`config.mk`:
```
export PLATFORM = sky130hd
export DESIGN_NAME = fspc_ctrl
export DESIGN_NICKNAME = d
export VERILOG_FILES = /design/src/core/fspc_pkg.sv /design/src/core/fspc_ctrl.sv
export SDC_FILE = /design/constraint.sdc
export NUM_CORES = 1
export LEC_CHECK = 0
export BUFFER_PORTS_ARGS = -buffer_cell sky130_fd_sc_hd__buf_2
export CORE_ASPECT_RATIO = 2
export CORE_UTILIZATION = 40
export CTS_BUF_LIST = sky130_fd_sc_hd__clkbuf_4
export CTS_CLUSTER_SIZE = 12
export DETAILED_ROUTE_END_ITERATION = 16
export HOLD_SLACK_MARGIN = 0.15
export PLACE_DENSITY = 0.69
export SYNTH_ARGS = -nofsm -noshare
export SYNTH_HDL_FRONTEND = slang
export SYNTH_SLANG_ARGS = --single-unit
```
`constraint.sdc`:
```
create_clock -name mclk -period 3 [get_ports mclk]
set_input_delay 0.3 -clock mclk [delete_from_list [all_inputs] [get_ports mclk]]
set_output_delay 0.3 -clock mclk [all_outputs]
set_load 0.01 [all_outputs]
```
`src/core/fspc_pkg.sv`:
```
/*
 * fspc_pkg: constants for the flash self-program control block.
 * assumes: one 200 MHz clock, apb register access, 32-bit data.
 */
package fspc_pkg;
    // -----------------------------------------------------------------
    // register map
    // -----------------------------------------------------------------
    localparam logic [11:0] FSPC_CSR_OFF = 12'h000;   // control/status
    localparam logic [11:0] FSPC_ZPTR_OFF = 12'h004;  // address pointer
    localparam logic [11:0] FSPC_DATA_OFF = 12'h008;  // r0 operand
    localparam logic [11:0] FSPC_INSN_OFF = 12'h00c;  // instruction issue
    localparam logic [11:0] FSPC_RDAT_OFF = 12'h010;  // load-program result
    localparam logic [11:0] FSPC_STAT_OFF = 12'h014;  // lock bits / status
    // -----------------------------------------------------------------
    // control/status field positions
    // -----------------------------------------------------------------
    localparam int FSPC_IE_BIT = 7;
    localparam int FSPC_BUSY_BIT = 6;
    localparam logic [4:0] FSPC_CMD_LOAD = 5'h01;
    localparam logic [4:0] FSPC_CMD_ERASE = 5'h03;
    localparam logic [4:0] FSPC_CMD_WRITE = 5'h05;
    localparam logic [4:0] FSPC_CMD_LOCK = 5'h09;
    localparam logic [4:0] FSPC_CMD_RDEN = 5'h11;
    // insn register: bit0 store-program, bit1 load-program
    localparam int FSPC_INSN_ST_BIT = 0;
    localparam int FSPC_INSN_LD_BIT = 1;
    // -----------------------------------------------------------------
    // timing
    // -----------------------------------------------------------------
    localparam logic [2:0] FSPC_ST_WIN = 3'h4;  // store window, cycles
    localparam logic [2:0] FSPC_LD_WIN = 3'h3;  // load window, cycles
    localparam logic [7:0] FSPC_LOCK_RST = 8'hff; // all unprogrammed
    typedef enum {FSPC_IDLE, FSPC_ARMED, FSPC_PROG} fspc_state_e;
endpackage

```
`src/core/fspc_ctrl.sv`:
```
/*
 * fspc_ctrl: self-program sequencer with apb register slave.
 * assumes: the core issues store/load-program through the insn register,
 * and the flash array reports completion on op_done.
 */
`timescale 1ns/10ps
`default_nettype none
// Operation
// - halting-section programming stalls the cpu
// - lock bits cleared only by chip erase or reset
// - memory lock modes never gate self-program
// - app protect patterns gate buffer loads and writes
// - app patterns 00/01 suppress interrupts
// - boot protect patterns gate buffer loads and writes
// - boot patterns 00/01 suppress interrupts
// - reset vector chosen by boot reset fuse
// - software cannot alter fuses
// - ready irq while enable bit clear
// - concurrent-section programming sets busy bit
// - busy clears on read-enable or buffer load
// - read-enable refused while programming
// - read-enable aborts buffer load
// - lock-set programs lock bits from r0
// - lock-set load returns lock or fuse
// - page write from buffer, high z
// - page erase at high z page
// - enable alone loads one buffer word
// - invalid command patterns ignored
// - target address latched at start
// - buffer cleared after write, rden, reset
// - eeprom write blocks programming and fuse reads
module fspc_ctrl
    import fspc_pkg::*;
#(
    parameter int WORD_BITS = 5,          // word index bits in z
    parameter int PAGE_BITS = 10,         // page index bits
    parameter logic [15:0] BOOT_START = 16'h7000, // boot area start, word
    parameter logic [15:0] HALT_START = 16'h7000  // halting section start
)(
    input wire logic mclk,
    input wire logic rst_n,
    input wire logic psel,
    input wire logic penable,
    input wire logic pwrite,
    input wire logic [11:0] paddr,
    input wire logic [31:0] pwdata,
    output logic [31:0] prdata,
    output logic pready,
    output logic pslverr,
    input wire logic op_done,            // array finished erase/write
    input wire logic eeprom_busy,
    input wire logic chip_erase,         // external full erase
    input wire logic global_ie,
    input wire logic exec_in_boot,       // cpu runs from boot area
    input wire logic vectors_in_boot,
    input wire logic boot_reset_fuse,
    input wire logic [7:0] fuse_lo,
    input wire logic [7:0] fuse_hi,
    output logic cpu_stall,
    output logic ready_irq,
    output logic irq_suppress,
    output logic [15:0] reset_vector,
    output logic erase_start,
    output logic write_start,
    output logic [PAGE_BITS-1:0] page_index_bits,
    output logic [15:0] buf_word_data,
    output logic [WORD_BITS-1:0] word_index_bits,
    output logic buf_word_we
);
    // -----------------------------------------------------------------
    // state
    // -----------------------------------------------------------------
    localparam int NW = 1 << WORD_BITS;
    fspc_state_e st_r, st_nxt;
    logic [4:0] cmd_r, cmd_nxt;          // low five control bits
    logic ie_r, ie_nxt;
    logic busy_r, busy_nxt;              // concurrent section busy
    logic [2:0] win_r, win_nxt;          // arming window count
    logic [15:0] z_r, z_nxt;
    logic [15:0] d_r, d_nxt;
    logic [7:0] rd_r, rd_nxt;
    logic [7:0] lock_r, lock_nxt;        // boot lock bits, 1=unprog
    logic [NW-1:0] used_r, used_nxt;     // buffer words written
    logic halt_op_r, halt_op_nxt;
    logic [31:0] prdata_nxt;
    logic pready_nxt, pslverr_nxt;
    logic erase_nxt, write_nxt, we_nxt, stall_nxt, irq_nxt, sup_nxt;
    logic [PAGE_BITS-1:0] page_nxt;
    logic [WORD_BITS-1:0] word_nxt;
    logic [15:0] vec_nxt;
    logic [1:0] app_p, boot_p;
    logic setup, acc, st_req, ld_req, tgt_boot, tgt_halt;
    // -----------------------------------------------------------------
    // next-state logic
    // -----------------------------------------------------------------
    always_comb
    begin
        setup = psel && !penable;
        acc = psel && penable && pready;
        st_nxt = st_r;
        cmd_nxt = cmd_r;
        ie_nxt = ie_r;
        busy_nxt = busy_r;
        win_nxt = win_r;
        z_nxt = z_r;
        d_nxt = d_r;
        rd_nxt = rd_r;
        lock_nxt = lock_r;
        used_nxt = used_r;
        halt_op_nxt = halt_op_r;
        erase_nxt = 1'b0;
        write_nxt = 1'b0;
        we_nxt = 1'b0;
        page_nxt = page_index_bits;
        word_nxt = word_index_bits;
        prdata_nxt = prdata;
        pready_nxt = setup;              // no wait state; pready rises in the first access cycle
        pslverr_nxt = 1'b0;
        st_req = acc && pwrite && paddr == FSPC_INSN_OFF && pwdata[FSPC_INSN_ST_BIT];
        ld_req = acc && pwrite && paddr == FSPC_INSN_OFF && pwdata[FSPC_INSN_LD_BIT];
        app_p = lock_r[3:2];
        boot_p = lock_r[5:4];
        tgt_boot = z_r[15:1] >= BOOT_START[15:1];
        tgt_halt = z_r[15:1] >= HALT_START[15:1];
        if (setup && !pwrite)
        begin
            unique case (paddr)
                FSPC_CSR_OFF: prdata_nxt = {24'h0, ie_r, busy_r, 1'b0, cmd_r};
                FSPC_ZPTR_OFF: prdata_nxt = {16'h0, z_r};
                FSPC_DATA_OFF: prdata_nxt = {16'h0, d_r};
                FSPC_RDAT_OFF: prdata_nxt = {24'h0, rd_r};
                FSPC_STAT_OFF: prdata_nxt = {24'h0, lock_r};
                default: prdata_nxt = 32'h0;
            endcase
        end
        if (setup)
        begin
            pslverr_nxt = !(paddr inside {FSPC_CSR_OFF, FSPC_ZPTR_OFF, FSPC_DATA_OFF,
                FSPC_INSN_OFF, FSPC_RDAT_OFF, FSPC_STAT_OFF});
        end
        // window countdown clears all command bits on expiry
        if (st_r == FSPC_ARMED)
        begin
            win_nxt = win_r - 3'h1;
            if (win_r == 3'h1)
            begin
                cmd_nxt = 5'h0;
                st_nxt = FSPC_IDLE;
            end
        end
        if (acc && pwrite && paddr == FSPC_ZPTR_OFF) z_nxt = pwdata[15:0];
        if (acc && pwrite && paddr == FSPC_DATA_OFF) d_nxt = pwdata[15:0];
        if (acc && pwrite && paddr == FSPC_CSR_OFF)
        begin
            ie_nxt = pwdata[FSPC_IE_BIT];
            // only five patterns arm; others ignored, eeprom write blocks
            if (st_r != FSPC_PROG && !eeprom_busy && pwdata[4:0] inside
                {FSPC_CMD_LOAD, FSPC_CMD_ERASE, FSPC_CMD_WRITE,
                 FSPC_CMD_LOCK, FSPC_CMD_RDEN})
            begin
                cmd_nxt = pwdata[4:0];
                win_nxt = FSPC_ST_WIN;
                st_nxt = FSPC_ARMED;
                if (pwdata[4:0] == FSPC_CMD_RDEN)
                    used_nxt = '0;
            end
        end
        // load-program read of lock or fuse bits
        if (ld_req && st_r == FSPC_ARMED && cmd_r == FSPC_CMD_LOCK
            && win_r > FSPC_ST_WIN - FSPC_LD_WIN && !eeprom_busy)
        begin
            rd_nxt = z_r[0] ? (z_r[1] ? fuse_hi : lock_r) : fuse_lo;
            cmd_nxt = 5'h0;
            st_nxt = FSPC_IDLE;
        end
        else if (st_req && st_r == FSPC_ARMED)
        begin
            st_nxt = FSPC_IDLE;
            cmd_nxt = 5'h0;
            unique case (cmd_r)
                FSPC_CMD_LOAD:
                begin
                    busy_nxt = 1'b0;
                    if (!used_r[z_r[WORD_BITS:1]] && (tgt_boot ? boot_p[0] : app_p[0]))
                    begin
                        used_nxt[z_r[WORD_BITS:1]] = 1'b1;
                        word_nxt = z_r[WORD_BITS:1];
                        we_nxt = 1'b1;
                    end
                end
                FSPC_CMD_ERASE, FSPC_CMD_WRITE:
                begin
                    // app or boot lock bits gate writes by target, low bit programmed=blocked
                    if (exec_in_boot && (tgt_boot ? boot_p[0] : app_p[0]))
                    begin
                        page_nxt = z_r[WORD_BITS+PAGE_BITS:WORD_BITS+1];
                        erase_nxt = cmd_r == FSPC_CMD_ERASE;
                        write_nxt = cmd_r == FSPC_CMD_WRITE;
                        cmd_nxt = cmd_r;
                        halt_op_nxt = tgt_halt;
                        busy_nxt = busy_r | !tgt_halt;
                        st_nxt = FSPC_PROG;
                    end
                end
                FSPC_CMD_LOCK:
                    lock_nxt = lock_r & {2'b11, d_r[5:2], 2'b11};
                default:
                begin
                    busy_nxt = 1'b0;
                    used_nxt = '0;
                end
            endcase
        end
        if (st_r == FSPC_PROG && op_done)
        begin
            if (cmd_r == FSPC_CMD_WRITE) used_nxt = '0;
            cmd_nxt = 5'h0;
            halt_op_nxt = 1'b0;
            st_nxt = FSPC_IDLE;
        end
        if (chip_erase) lock_nxt = FSPC_LOCK_RST;
        stall_nxt = (st_nxt == FSPC_PROG) && halt_op_nxt;
        irq_nxt = ie_nxt && global_ie && !cmd_nxt[0];
        sup_nxt = (!app_p[1] && vectors_in_boot && !exec_in_boot)
            || (!boot_p[1] && !vectors_in_boot && exec_in_boot);
        vec_nxt = boot_reset_fuse ? 16'h0000 : BOOT_START;
    end
    // -----------------------------------------------------------------
    // registers
    // -----------------------------------------------------------------
    always_ff @(posedge mclk or negedge rst_n)
    begin
        if (!rst_n)
        begin
            st_r <= FSPC_IDLE;
            cmd_r <= 5'h0;
            ie_r <= 1'b0;
            busy_r <= 1'b0;
            win_r <= 3'h0;
            z_r <= 16'h0;
            d_r <= 16'h0;
            rd_r <= 8'h0;
            lock_r <= FSPC_LOCK_RST;
            used_r <= '0;
            halt_op_r <= 1'b0;
            prdata <= 32'h0;
            pready <= 1'b0;
            pslverr <= 1'b0;
            erase_start <= 1'b0;
            write_start <= 1'b0;
            buf_word_we <= 1'b0;
            page_index_bits <= '0;
            word_index_bits <= '0;
            buf_word_data <= 16'h0;
            cpu_stall <= 1'b0;
            ready_irq <= 1'b0;
            irq_suppress <= 1'b0;
            reset_vector <= 16'h0;
        end
        else
        begin
            st_r <= st_nxt;
            cmd_r <= cmd_nxt;
            ie_r <= ie_nxt;
            busy_r <= busy_nxt;
            win_r <= win_nxt;
            z_r <= z_nxt;
            d_r <= d_nxt;
            rd_r <= rd_nxt;
            lock_r <= lock_nxt;
            used_r <= used_nxt;
            halt_op_r <= halt_op_nxt;
            prdata <= prdata_nxt;
            pready <= pready_nxt;
            pslverr <= pslverr_nxt;
            erase_start <= erase_nxt;
            write_start <= write_nxt;
            buf_word_we <= we_nxt;
            page_index_bits <= page_nxt;
            word_index_bits <= word_nxt;
            buf_word_data <= d_r;
            cpu_stall <= stall_nxt;
            ready_irq <= irq_nxt;
            irq_suppress <= sup_nxt;
            reset_vector <= vec_nxt;
        end
    end
    // -----------------------------------------------------------------
    // checks
    // -----------------------------------------------------------------
    a_window_expiry: assert property (@(posedge mclk) disable iff (!rst_n)
        (st_r == FSPC_ARMED && win_r == 3'h1 && !st_req && !ld_req
         && !(acc && pwrite && paddr == FSPC_CSR_OFF)) |=> cmd_r == 5'h0)
        else $error("command bits survived window");
    a_irq_level: assert property (@(posedge mclk) disable iff (!rst_n)
        (ie_r && $past(global_ie) && !cmd_r[0]) |-> ready_irq)
        else $error("ready irq missing");
    a_halt_stall: assert property (@(posedge mclk) disable iff (!rst_n)
        (st_r == FSPC_PROG && halt_op_r) |-> cpu_stall)
        else $error("cpu not stalled");
    a_busy_set: assert property (@(posedge mclk) disable iff (!rst_n)
        (st_r == FSPC_PROG && !halt_op_r) |-> busy_r)
        else $error("busy not set");
    a_rsvd_zero: assert property (@(posedge mclk) disable iff (!rst_n)
        (pready && paddr == FSPC_CSR_OFF && !pwrite) |-> !prdata[5])
        else $error("reserved bit set");
    a_lock_sticky: assert property (@(posedge mclk) disable iff (!rst_n)
        !chip_erase |=> (lock_r & ~$past(lock_r)) == 8'h0)
        else $error("lock bit cleared");
    a_vector_sel: assert property (@(posedge mclk) disable iff (!rst_n)
        1'b1 |=> reset_vector == ($past(boot_reset_fuse) ? 16'h0000 : BOOT_START))
        else $error("bad reset vector");
    a_prog_enable: assert property (@(posedge mclk) disable iff (!rst_n)
        (st_r == FSPC_PROG) |-> cmd_r[0])
        else $error("enable dropped mid op");
    c_erase: cover property (@(posedge mclk) disable iff (!rst_n) erase_start);
    c_write: cover property (@(posedge mclk) disable iff (!rst_n) write_start);
    c_load: cover property (@(posedge mclk) disable iff (!rst_n) buf_word_we);
endmodule
`default_nettype wire

```
==> results_dict.tcl, run 1 <==
set metrics [dict create \
    yosysSeqAreaShare_pct 55.29 \
    power_w 0.003957 \
    grt_pass1_wl_um 33790 \
    port_buffers 113 \
    synth_compound_area_share_pct 12.74 \
    vias 6163 \
    firstDrtPassIters 6 \
    dp_cells 1064 \
    path_clk_slew_ps 150 \
    grt_pass1_vias 6334 \
    synthAdderAreaFrac_pct 0.3137 \
    final_cells 1132 \
    setup_viol 0 \
    pwr_density_cell_mw_per_mm2 413.9 \
    avgSynthCellArea_um2 11.36 \
    synthSimpleGateAreaFrac_pct 16.19 \
    synth_top_family_by_area "simple AND/OR/NAND/NOR gates" \
    ys_seq_elements 176 \
    synth_area_leader_cell "dfrtp_1" \
    cts-buffers-inserted 17 \
    htreeDepth 4 \
    drc_errors 0 \
    layout_min_cycle_time_ps 2848 \
    tightest_slew_ps 841.0 \
    crit_path_top_delay_cell "or4_1" \
    cap_violations 0 \
    run_status "complete, no violations" \
    timing.final.crit_share_pct 94.94 \
    start_util_pct 41.00 \
    worstPathCellList "or4_1 > nor4_1 > nand4_1 > nor4_2 > nand2b_1 > a2111oi_1 > buf_4" \
    setup-tns-final_ps 0 \
    cp_slowest_stage_delay_ps 560 \
    post_dp_cell_area_mm2 0.008922 \
    min_path_type "input port to flip-flop" \
    nFillCells 1817 \
    grt_antenna_before_repair 1 \
    synth-xor-area-share_pct 0.3294 \
    path_class "flip-flop to flip-flop" \
    yosys_warnings 0 \
    vias_per_cell 5.444 \
    async_flop_share_pct 100.0 \
    report.final.slew_viol_count 0 \
    die_w_um 101.9 \
    gp_congestion 0.8546 \
    grt_util_all_layers_pct 21.94 \
    end_kind "flip-flop" \
    leakage_nw 4.785 \
    yosysUniqueCellTypes 65 \
    synthMuxAreaShare_pct 9.316 \
    routedWlPerCell_um 18.81 \
    stdcell_area_mm2 0.009559 \
    clk_path_buf_depth 2 \
    cp-start-kind "flip-flop" \
    hpwl_um 15470 \
    synth-edff-count 0 \
    detail-route-antenna-nets 0 \
    skew_ps 30.14 \
    netlist_top_cells_area "dfrtp_1, mux2_2, buf_4, and2_1, nor2_1" \
    synth_ff_type "dfrtp_1" \
    synth_area_mm2 0.007978 \
    fmax_mhz 351.1 \
    drive_gt1_share_pct 30.16 \
    cp_num_buf_inv 1 \
    mostFrequentLayoutCells "dfrtp_1, buf_2, mux2_2" \
    required_ps 3520 \
    cts_setup_buffers 0 \
    clock-sinks 176 \
    postSynthCellCount 702 \
    nNetsFinal 933 \
    die_area_mm2 0.02055 \
    totalWireLength_um 21290 \
    num_rows 72 \
    root_buffer "clkbuf_4" \
    syn2layout_area_growth_pct 19.82 \
    die_h_um 201.7 \
    overflow 0 \
    clock_latency_ps 580 \
    ff2ff_setup_slack_ps 150 \
    crit_fanout 3 \
    cts_tree "yes" \
    cp_data_arrival_time_ps 3370 \
    io-pin-count 159 \
    finalHoldViolCount 0 \
    slew-limit-headroom_pct 43.34 \
    design.core.area_mm2 0.01946 \
    synth_top_area_share_pct 53.64 \
    rsz0062_at_grt "no" \
    first_iter_violations 319 \
    final_common_cell "dfrtp_1" \
    grt_max_degree 64 \
    cpLargestDelayFamily "simple AND/OR/NAND/NOR gates" \
    irDropWorstVdd_v 0.0003475 \
]
final timing paths:
| kind | startpoint | to | cells after the start |
|---|---|---|---|
| worst max-delay path | st_r[7]$_DFF_PN0_ | cpu_stall$_DFF_PN0_ | 7 |
| worst min-delay path | fuse_hi[1] | rd_r[1]$_DFFE_PN0P_ | 4 |
| worst max register to register | st_r[7]$_DFF_PN0_ | cpu_stall$_DFF_PN0_ | 7 |
| worst min register to register | d_r[0]$_DFFE_PN0P_ | buf_word_data[0]$_DFF_PN0_ | 0 |
| max in group asynchronous | rst_n | lock_r[5]$_DFFE_PN1P_ | 3 |
| min in group asynchronous | rst_n | used_r[2]$_DFF_PN0_ | 2 |
worst reg2reg max path, cell delays in order (launching register included):
cell       delay, ps
dfrtp_1          400
or4_1            560
nor4_1           340
nand4_1          190
nor4_2           530
nand2b_1         200
a2111oi_1        410
buf_4            170
final cells by class:
cell class	instances	area, um^2	area share (%)
clock buffer	18	135.1	1.414
tap	259	324.1	3.390
multi-input combinational	468	3249	33.99
clock inverter	14	143.9	1.505
timing repair buffer	189	1267	13.26
antenna	1	2.502	0.02618
inverter	7	26.28	0.2749
sequential	176	4410	46.14
cells in the mapped netlist (3+ instances only):
| cell | instances |
|---|---|
| buf_4 | 31 |
| o21ai_0 | 12 |
| a21o_1 | 17 |
| dfrtp_1 | 171 |
| mux2_2 | 48 |
| a21oi_1 | 30 |
| nand2b_1 | 9 |
| buf_1 | 5 |
| and4_1 | 4 |
| a22o_1 | 19 |
| or2_2 | 5 |
| clkbuf_1 | 35 |
| nor2b_1 | 6 |
| a31oi_1 | 4 |
| mux2i_1 | 9 |
| dfstp_2 | 5 |
| nand3_1 | 21 |
| buf_2 | 5 |
| nor2_1 | 46 |
| and2_1 | 33 |
| and3_1 | 6 |
| a211oi_1 | 10 |
| o22a_1 | 4 |
| nand4_1 | 21 |
| nand2_1 | 39 |
| a222oi_1 | 8 |
| mux4_2 | 5 |
| a22oi_1 | 17 |
| and4b_1 | 4 |
| or3_1 | 3 |
| inv_1 | 7 |
| nor3b_1 | 4 |
| nor4_1 | 14 |
| nor3_1 | 4 |
per-stage QoR:
stage | utilization (%) | setup slack, ps | hold slack, ps
final | 49.13 | 151.7 | 213.0
after global routing | 49.13 | 7.030 | 167.7
after CTS | 49.09 | 143.5 | 152.7
after detailed placement | 45.85 | -54.63 | 312.8
after global placement | 45.85 | 48.75 | 305.3
after floorplan | - | 287.1 | 4.409
routing by layer:
metal | track usage, % | routed length (um) | up-vias
li1 | - | - | 2807
met1 | 23.64 | 7569 | 3038
met2 | 39.84 | 11760 | 257
met3 | 3.473 | 992 | 61
met4 | 11.84 | 969 | 0
met5 | 0 | 0 | -
cells by family after synthesis:
| family | count (synthesis) |
|---|---|
| xor gates and xnor gates | 3 |
| and+or+nand+nor | 233 |
| DFF | 176 |
| muxes | 62 |
| adders and majority gates | 2 |
| other | 1 |
| AOI/OAI and AO/OA | 139 |
| buffers and inverters | 86 |
registers in the layout, indices dropped and copies added, names as in the netlist, 3 cells and up:
signal / flops
prdata: 16
rd_r: 8
win_r: 3
st_r: 32
used_r: 32
word_index_bits: 5
buf_word_data: 16
lock_r: 5
d_r: 16
page_index_bits: 10
cmd_r: 5
z_r: 16
timing repair:
| action | 4_1_cts | 5_1_grt |
|---|---|---|
| gates resized for setup | 0 | 1 |
| hold buffers | 35 | 0 |
| endpoints found under the hold margin | 179 | 0 |
| endpoints found under the setup margin | 0 | 8 |
power breakdown:
| group | switching, W | internal, W | leakage, nW |
|---|---|---|---|
| Sequential | 0.00000661 | 0.00238 | 2.42 |
| Clock | 0.000906 | 0.000456 | 0.159 |
| Combinational | 0.000127 | 0.0000794 | 2.20 |
| Total | 0.00104 | 0.00292 | 4.79 |
(Power assumes the default switching activity.)
==> run 2: changes to the inputs <==
- CELL_PAD_IN_SITES_DETAIL_PLACEMENT: not set -> 1
- CELL_PAD_IN_SITES_GLOBAL_PLACEMENT: not set -> 1
- CTS_BUF_LIST: sky130_fd_sc_hd__clkbuf_4 -> not set
- PLACE_DENSITY: 0.69 -> 0.83
==> run 2 against run 1 <==
Flip-flop and latch count unchanged. Global-route usage increased by 2.3 points. Critical path depth did not move. Clock skew is 17 ps lower. First-iteration DRC count shrank 4.4%. Sequential share of layout area shrank 0.47 points. Register-to-register slack got worse by 30 ps. Largest power group unchanged.
==> results_dict.tcl, run 2 (same netlist as run 1, synthesis figures left out) <==
set metrics [dict create \
    syn2layout_area_growth_pct 21.05 \
    tightest_slew_ps 813.1 \
    nNetsFinal 912 \
    detail-route-antenna-nets 0 \
    firstDrtPassIters 5 \
    hold_slack_ps 181.3 \
    slew-limit-headroom_pct 45.79 \
    cp-start-kind "flip-flop" \
    worstSetupStartpoint "st_r[7]$_DFF_PN0_" \
    cap_violations 0 \
    dp_cells 1063 \
    io-pin-count 159 \
    skew_ps 12.66 \
    clock-sinks 176 \
    setup_viol 0 \
    finalHoldViolCount 0 \
    wl_met1_um 8290 \
    htreeDepth 4 \
    root_buffer "clkbuf_16" \
    grt_pass1_wl_um 37260 \
    cp_num_buf_inv 1 \
    design.core.area_mm2 0.01946 \
    post-route-util_pct 49.63 \
    timing.final.crit_share_pct 96.05 \
    ff2ff_setup_slack_ps 120 \
    vias 6243 \
    min_path_type "input port to flip-flop" \
    cts-buffers-inserted 17 \
    layout_min_cycle_time_ps 2881 \
    required_ps 3330 \
    final_cells 1110 \
    drc_errors 0 \
    end_kind "flip-flop" \
    hpwl_um 16450 \
    leakage_nw 4.813 \
    cts_setup_buffers 0 \
    power_w 0.004791 \
    fmax_mhz 347.0 \
    gp_congestion 0.8483 \
    r2r_cells 7 \
    stdcell_area_mm2 0.009657 \
    cp_data_arrival_time_ps 3210 \
    met3_wirelength_um 902 \
    report.final.slew_viol_count 0 \
    die_w_um 101.9 \
    cp_slowest_stage_delay_ps 600 \
    totalWireLength_um 23680 \
    irDropWorstVdd_v 0.0004286 \
    cts_tree "yes" \
    run_status "complete, no violations" \
    rr_endpoint "word_index_bits[3]$_DFFE_PN0P_" \
    clk_path_buf_depth 2 \
    first_iter_violations 305 \
    worst-path-stages 7 \
    top_layer_used "met5" \
    grt_util_all_layers_pct 24.29 \
    clock_latency_ps 450 \
    drive_gt1_share_pct 30.67 \
    die_area_mm2 0.02055 \
    rsz0062_at_grt "no" \
    antenna_cells 0 \
    path_clk_slew_ps 70 \
    path_class "flip-flop to flip-flop" \
    wl_met2_um 13150 \
    reg2reg_from "st_r[7]$_DFF_PN0_" \
    overflow 0 \
    post_dp_cell_area_mm2 0.008909 \
    num_rows 72 \
    top_regs "st_r: 32 flops, used_r: 32 flops" \
    crit_fanout 7 \
    grt_max_degree 70 \
    crit_path_end "word_index_bits[3]$_DFFE_PN0P_" \
    vias_per_cell 5.624 \
    crit_path_top_delay_cell "or4_1" \
    cpLargestDelayFamily "simple AND/OR/NAND/NOR gates" \
    pwr_density_cell_mw_per_mm2 496.1 \
    grt_pass1_vias 6957 \
    start_util_pct 41.00 \
    port_buffers 113 \
    grt_antenna_before_repair 1 \
    die_h_um 201.7 \
    worstPathCellList "or4_1 > nor2_1 > nand3_1 > buf_4 > nor4bb_4 > o21ai_0 > mux2_2" \
    nFillCells 2142 \
    mostFrequentLayoutCells "dfrtp_1, buf_2, mux2_2" \
    routedWlPerCell_um 21.33 \
    final_common_cell "dfrtp_1" \
]
run 2: worst min path at each step:
stage,slack (ps),endpoint,cells after the start,from
detailed placement,250,used_r[27]$_DFF_PN0_,1,rst_n
CTS,170,pslverr$_DFF_PN0_,3,paddr[3]
global placement,240,used_r[26]$_DFF_PN0_,1,rst_n
global route,180,z_r[3]$_DFFE_PN0P_,2,pwdata[3]
floorplan,4,buf_word_data[0]$_DFF_PN0_,0,rst_n
finish,180,lock_r[6]$_DFFE_PN1P_,2,chip_erase
run 2: cell type report:
cell class | count | area (um^2) | share of cell area, %
Multi-Input combinational cell | 468 | 3262 | 33.78
Timing Repair Buffer | 168 | 1051 | 10.88
Sequential cell | 176 | 4410 | 45.67
Tap cell | 259 | 324.1 | 3.356
Clock inverter | 14 | 153.9 | 1.594
Inverter | 7 | 26.28 | 0.2721
Clock buffer | 18 | 429.2 | 4.444
run 2: metrics by stage:
step | worst slack (ps) | setup TNS [ps]
5_1_grt | 17.49 | 0
4_1_cts | 29.92 | 0
6_report | 118.5 | 0
2_1_floorplan | 287.1 | 0
3_5_place_dp | -18.08 | -142.9
3_3_place_gp | 28.20 | 0
run 2: what timing repair did:
item                                    4_1_cts  5_1_grt
gates resized for setup                       0        2
endpoints found under the setup margin        0       18
endpoints found under the hold margin        64        0
hold buffers                                 15        0
run 2: where the power goes:
group	internal [W]	switching (W)	leakage [nW]
Sequential	0.00238	0.00000514	2.42
Clock	0.00124	0.000975	0.283
Combinational	0.0000635	0.000127	2.11
run 2: layer usage:
layer | GRT usage [%] | vias up
met5 | 0 | -
li1 | - | 2762
met3 | 4.620 | 78
met1 | 24.36 | 3180
met4 | 15.66 | 2
met2 | 44.23 | 221
==> run 3: changes to the inputs <==
- BUFFER_PORTS_ARGS: -buffer_cell sky130_fd_sc_hd__buf_2 -> not set
- DONT_BUFFER_PORTS: not set -> 1
- PLACE_DENSITY: 0.83 -> 0.74
==> run 3 against run 2 <==
The flow now finishes with violations (hold timing). Worst hold slack worse by 620 ps. Total power is 0.90% lower. Register-to-register slack better by 60 ps. Wire length is 1.4% lower. Combinational power is 54% lower. Die area stayed put. Non-clock buffer count is 109 lower. Global-route usage is 0.071 points lower. Clock-buffer cell count is 1 lower. Worst setup slack better by 57 ps. Cell count is 9.8% lower.
==> results_dict.tcl, run 3 (same netlist as run 1, synthesis figures left out) <==
set metrics [dict create \
    end_kind "flip-flop" \
    syn2layout_area_growth_pct 14.48 \
    start_util_pct 41.00 \
    path_clk_slew_ps 70 \
    post_dp_cell_area_mm2 0.008258 \
    required_ps 3310 \
    crit_fanout 5 \
    hold_slack_ps -434.0 \
    irDropWorstVdd_v 0.0003755 \
    first_iter_violations 402 \
    antenna_cells 0 \
    grt_antenna_before_repair 0 \
    clock_latency_ps 430 \
    num_rows 72 \
    hold_buffers 27 \
    crit_path_top_delay_cell "or4_1" \
    hpwl_um 16160 \
    top_regs "st_r: 32 flops, used_r: 32 flops" \
    port_buffers 0 \
    root_buffer "clkbuf_16" \
    run_status "complete, but fails checks" \
    setup-tns-final_ps 0 \
    firstDrtPassIters 6 \
    timing.final.crit_share_pct 94.15 \
    rsz0062_at_grt "no" \
    nNetsFinal 803 \
    worst_slack_ps 175.4 \
    routedWlPerCell_um 23.31 \
    mostFrequentLayoutCells "dfrtp_1, mux2_2, nor2_1" \
    vias_per_cell 5.811 \
    final_common_cell "dfrtp_1" \
    layout_min_cycle_time_ps 2825 \
    htreeDepth 4 \
    die_w_um 101.9 \
    clockPowerShare_pct 47.7 \
    grt_pass1_vias 6631 \
    violations "hold timing" \
    cp_slowest_stage_delay_ps 560 \
    pre_cts_slack_ps 107.9 \
    skew_ps 11.60 \
    totalWireLength_um 23340 \
    switching_share_pct 22.63 \
    clk_path_buf_depth 2 \
    worstPathCellList "or4_1 > nor2_1 > nand3_2 > nor4bb_4 > o21ai_0 > mux2_2" \
    grt_max_degree 177 \
    slew-limit-headroom_pct 42.68 \
    report.final.slew_viol_count 0 \
    drive_gt1_share_pct 19.00 \
    detail-route-antenna-nets 0 \
    fmax_mhz 354.0 \
    finalHoldViolCount 176 \
    cp-start-kind "flip-flop" \
    grt_util_all_layers_pct 24.21 \
    die_area_mm2 0.02055 \
    final_cells 1001 \
    min_path_type "input port to asynchronous set/reset pin" \
    cp_data_arrival_time_ps 3140 \
    pwr-share-comb_pct 1.9 \
    cap_violations 0 \
    cts_tree "yes" \
    gp_congestion 0.8625 \
    path_class "flip-flop to flip-flop" \
    design.core.area_mm2 0.01946 \
    drc_errors 0 \
    power_frac_seq_pct 50.4 \
    setup_viol 0 \
    pwr_density_cell_mw_per_mm2 519.9 \
    stdcell_area_mm2 0.009133 \
    intPower_w 0.003674 \
    dp_cells 942 \
    switching_power_w 0.001074 \
    grt_pass1_wl_um 36890 \
    vias 5817 \
    overflow 0 \
    die_h_um 201.7 \
    io-pin-count 159 \
    cts-buffers-inserted 17 \
    leakage_nw 4.306 \
    clock-sinks 176 \
    tightest_slew_ps 850.8 \
]
-- run 3: cell count changes in the layout (fill, tap and decap cells not counted), moves of 2 or more --
cell	before	now
buf_2	112	0
buf_4	37	31
buf_6	2	0
clkinv_4	2	0
dlygate4sd3_1	15	27
inv_6	4	6
-- run 3: final timing paths --
kind                                startpoint  slack (ps)                              to  cells after the start
max                          st_r[7]$_DFF_PN0_         180  word_index_bits[4]$_DFFE_PN0P_                      6
max reg2reg                  st_r[7]$_DFF_PN0_         180  word_index_bits[4]$_DFFE_PN0P_                      6
max in group asynchronous                rst_n        3030              st_r[27]$_DFF_PN0_                      0
min in group mclk                   fuse_lo[3]         180             rd_r[3]$_DFFE_PN0P_                      3
min reg2reg                d_r[11]$_DFFE_PN0P_         410     buf_word_data[11]$_DFF_PN0_                      0
min                                      rst_n        -430               st_r[2]$_DFF_PN0_                      0
-- run 3: power by group through the flow --
stage / clock (W) / sequential [W] / combinational [W]
6_report: 0.00227 / 0.00239 / 0.0000885
5_1_grt: 0.00240 / 0.00239 / 0.0000958
4_1_cts: 0.00231 / 0.00239 / 0.0000846
3_5_place_dp: 0 / 0.00244 / 0.0000489
3_3_place_gp: 0 / 0.00244 / 0.0000466
2_1_floorplan: 0 / 0.00244 / 0.0000728
-- run 3: worst max-delay path: cells and delay by family, from the launching register on --
kind | cells | cell delay (ps)
AND/OR/NAND/NOR | 4 | 1510
AO/OA/AOI/OAI | 1 | 410
flip-flops | 1 | 380
multiplexers | 1 | 390
-- run 3: layer usage --
layer | part of all wire, % | up-vias | track usage [%]
li1 | - | 2542 | -
met5 | 0 | - | 0
met4 | 4.1 | 0 | 11.89
met2 | 56 | 230 | 43.65
met3 | 6.8 | 54 | 6.669
met1 | 33 | 2991 | 25.03
-- run 3: repair_timing --
action                                  4_1_cts  5_1_grt
endpoints found under the setup margin        0        6
buffers inserted                              0        0
resized for setup                             0        1
hold endpoints to repair                    225      176
-- run 3: layout make-up --
class                   count  area (um^2)
clock inverters            15        173.9
repair buffers             59        523.0
inverters                   7        26.28
well taps                 259        324.1
multi-input cells         468         3249
flip-flops and latches    176         4410
clock buffers              17        425.4
fillers                  2099        10330
-- run 3: stage by stage --
| stage | utilization (%) | power [W] |
|---|---|---|
| CTS | 46.91 | 0.004791 |
| global route | 46.93 | 0.004892 |
| finish | 46.93 | 0.004748 |
| detailed placement | 42.44 | 0.002489 |
| floorplan | - | 0.002508 |
| global placement | 42.44 | 0.002486 |
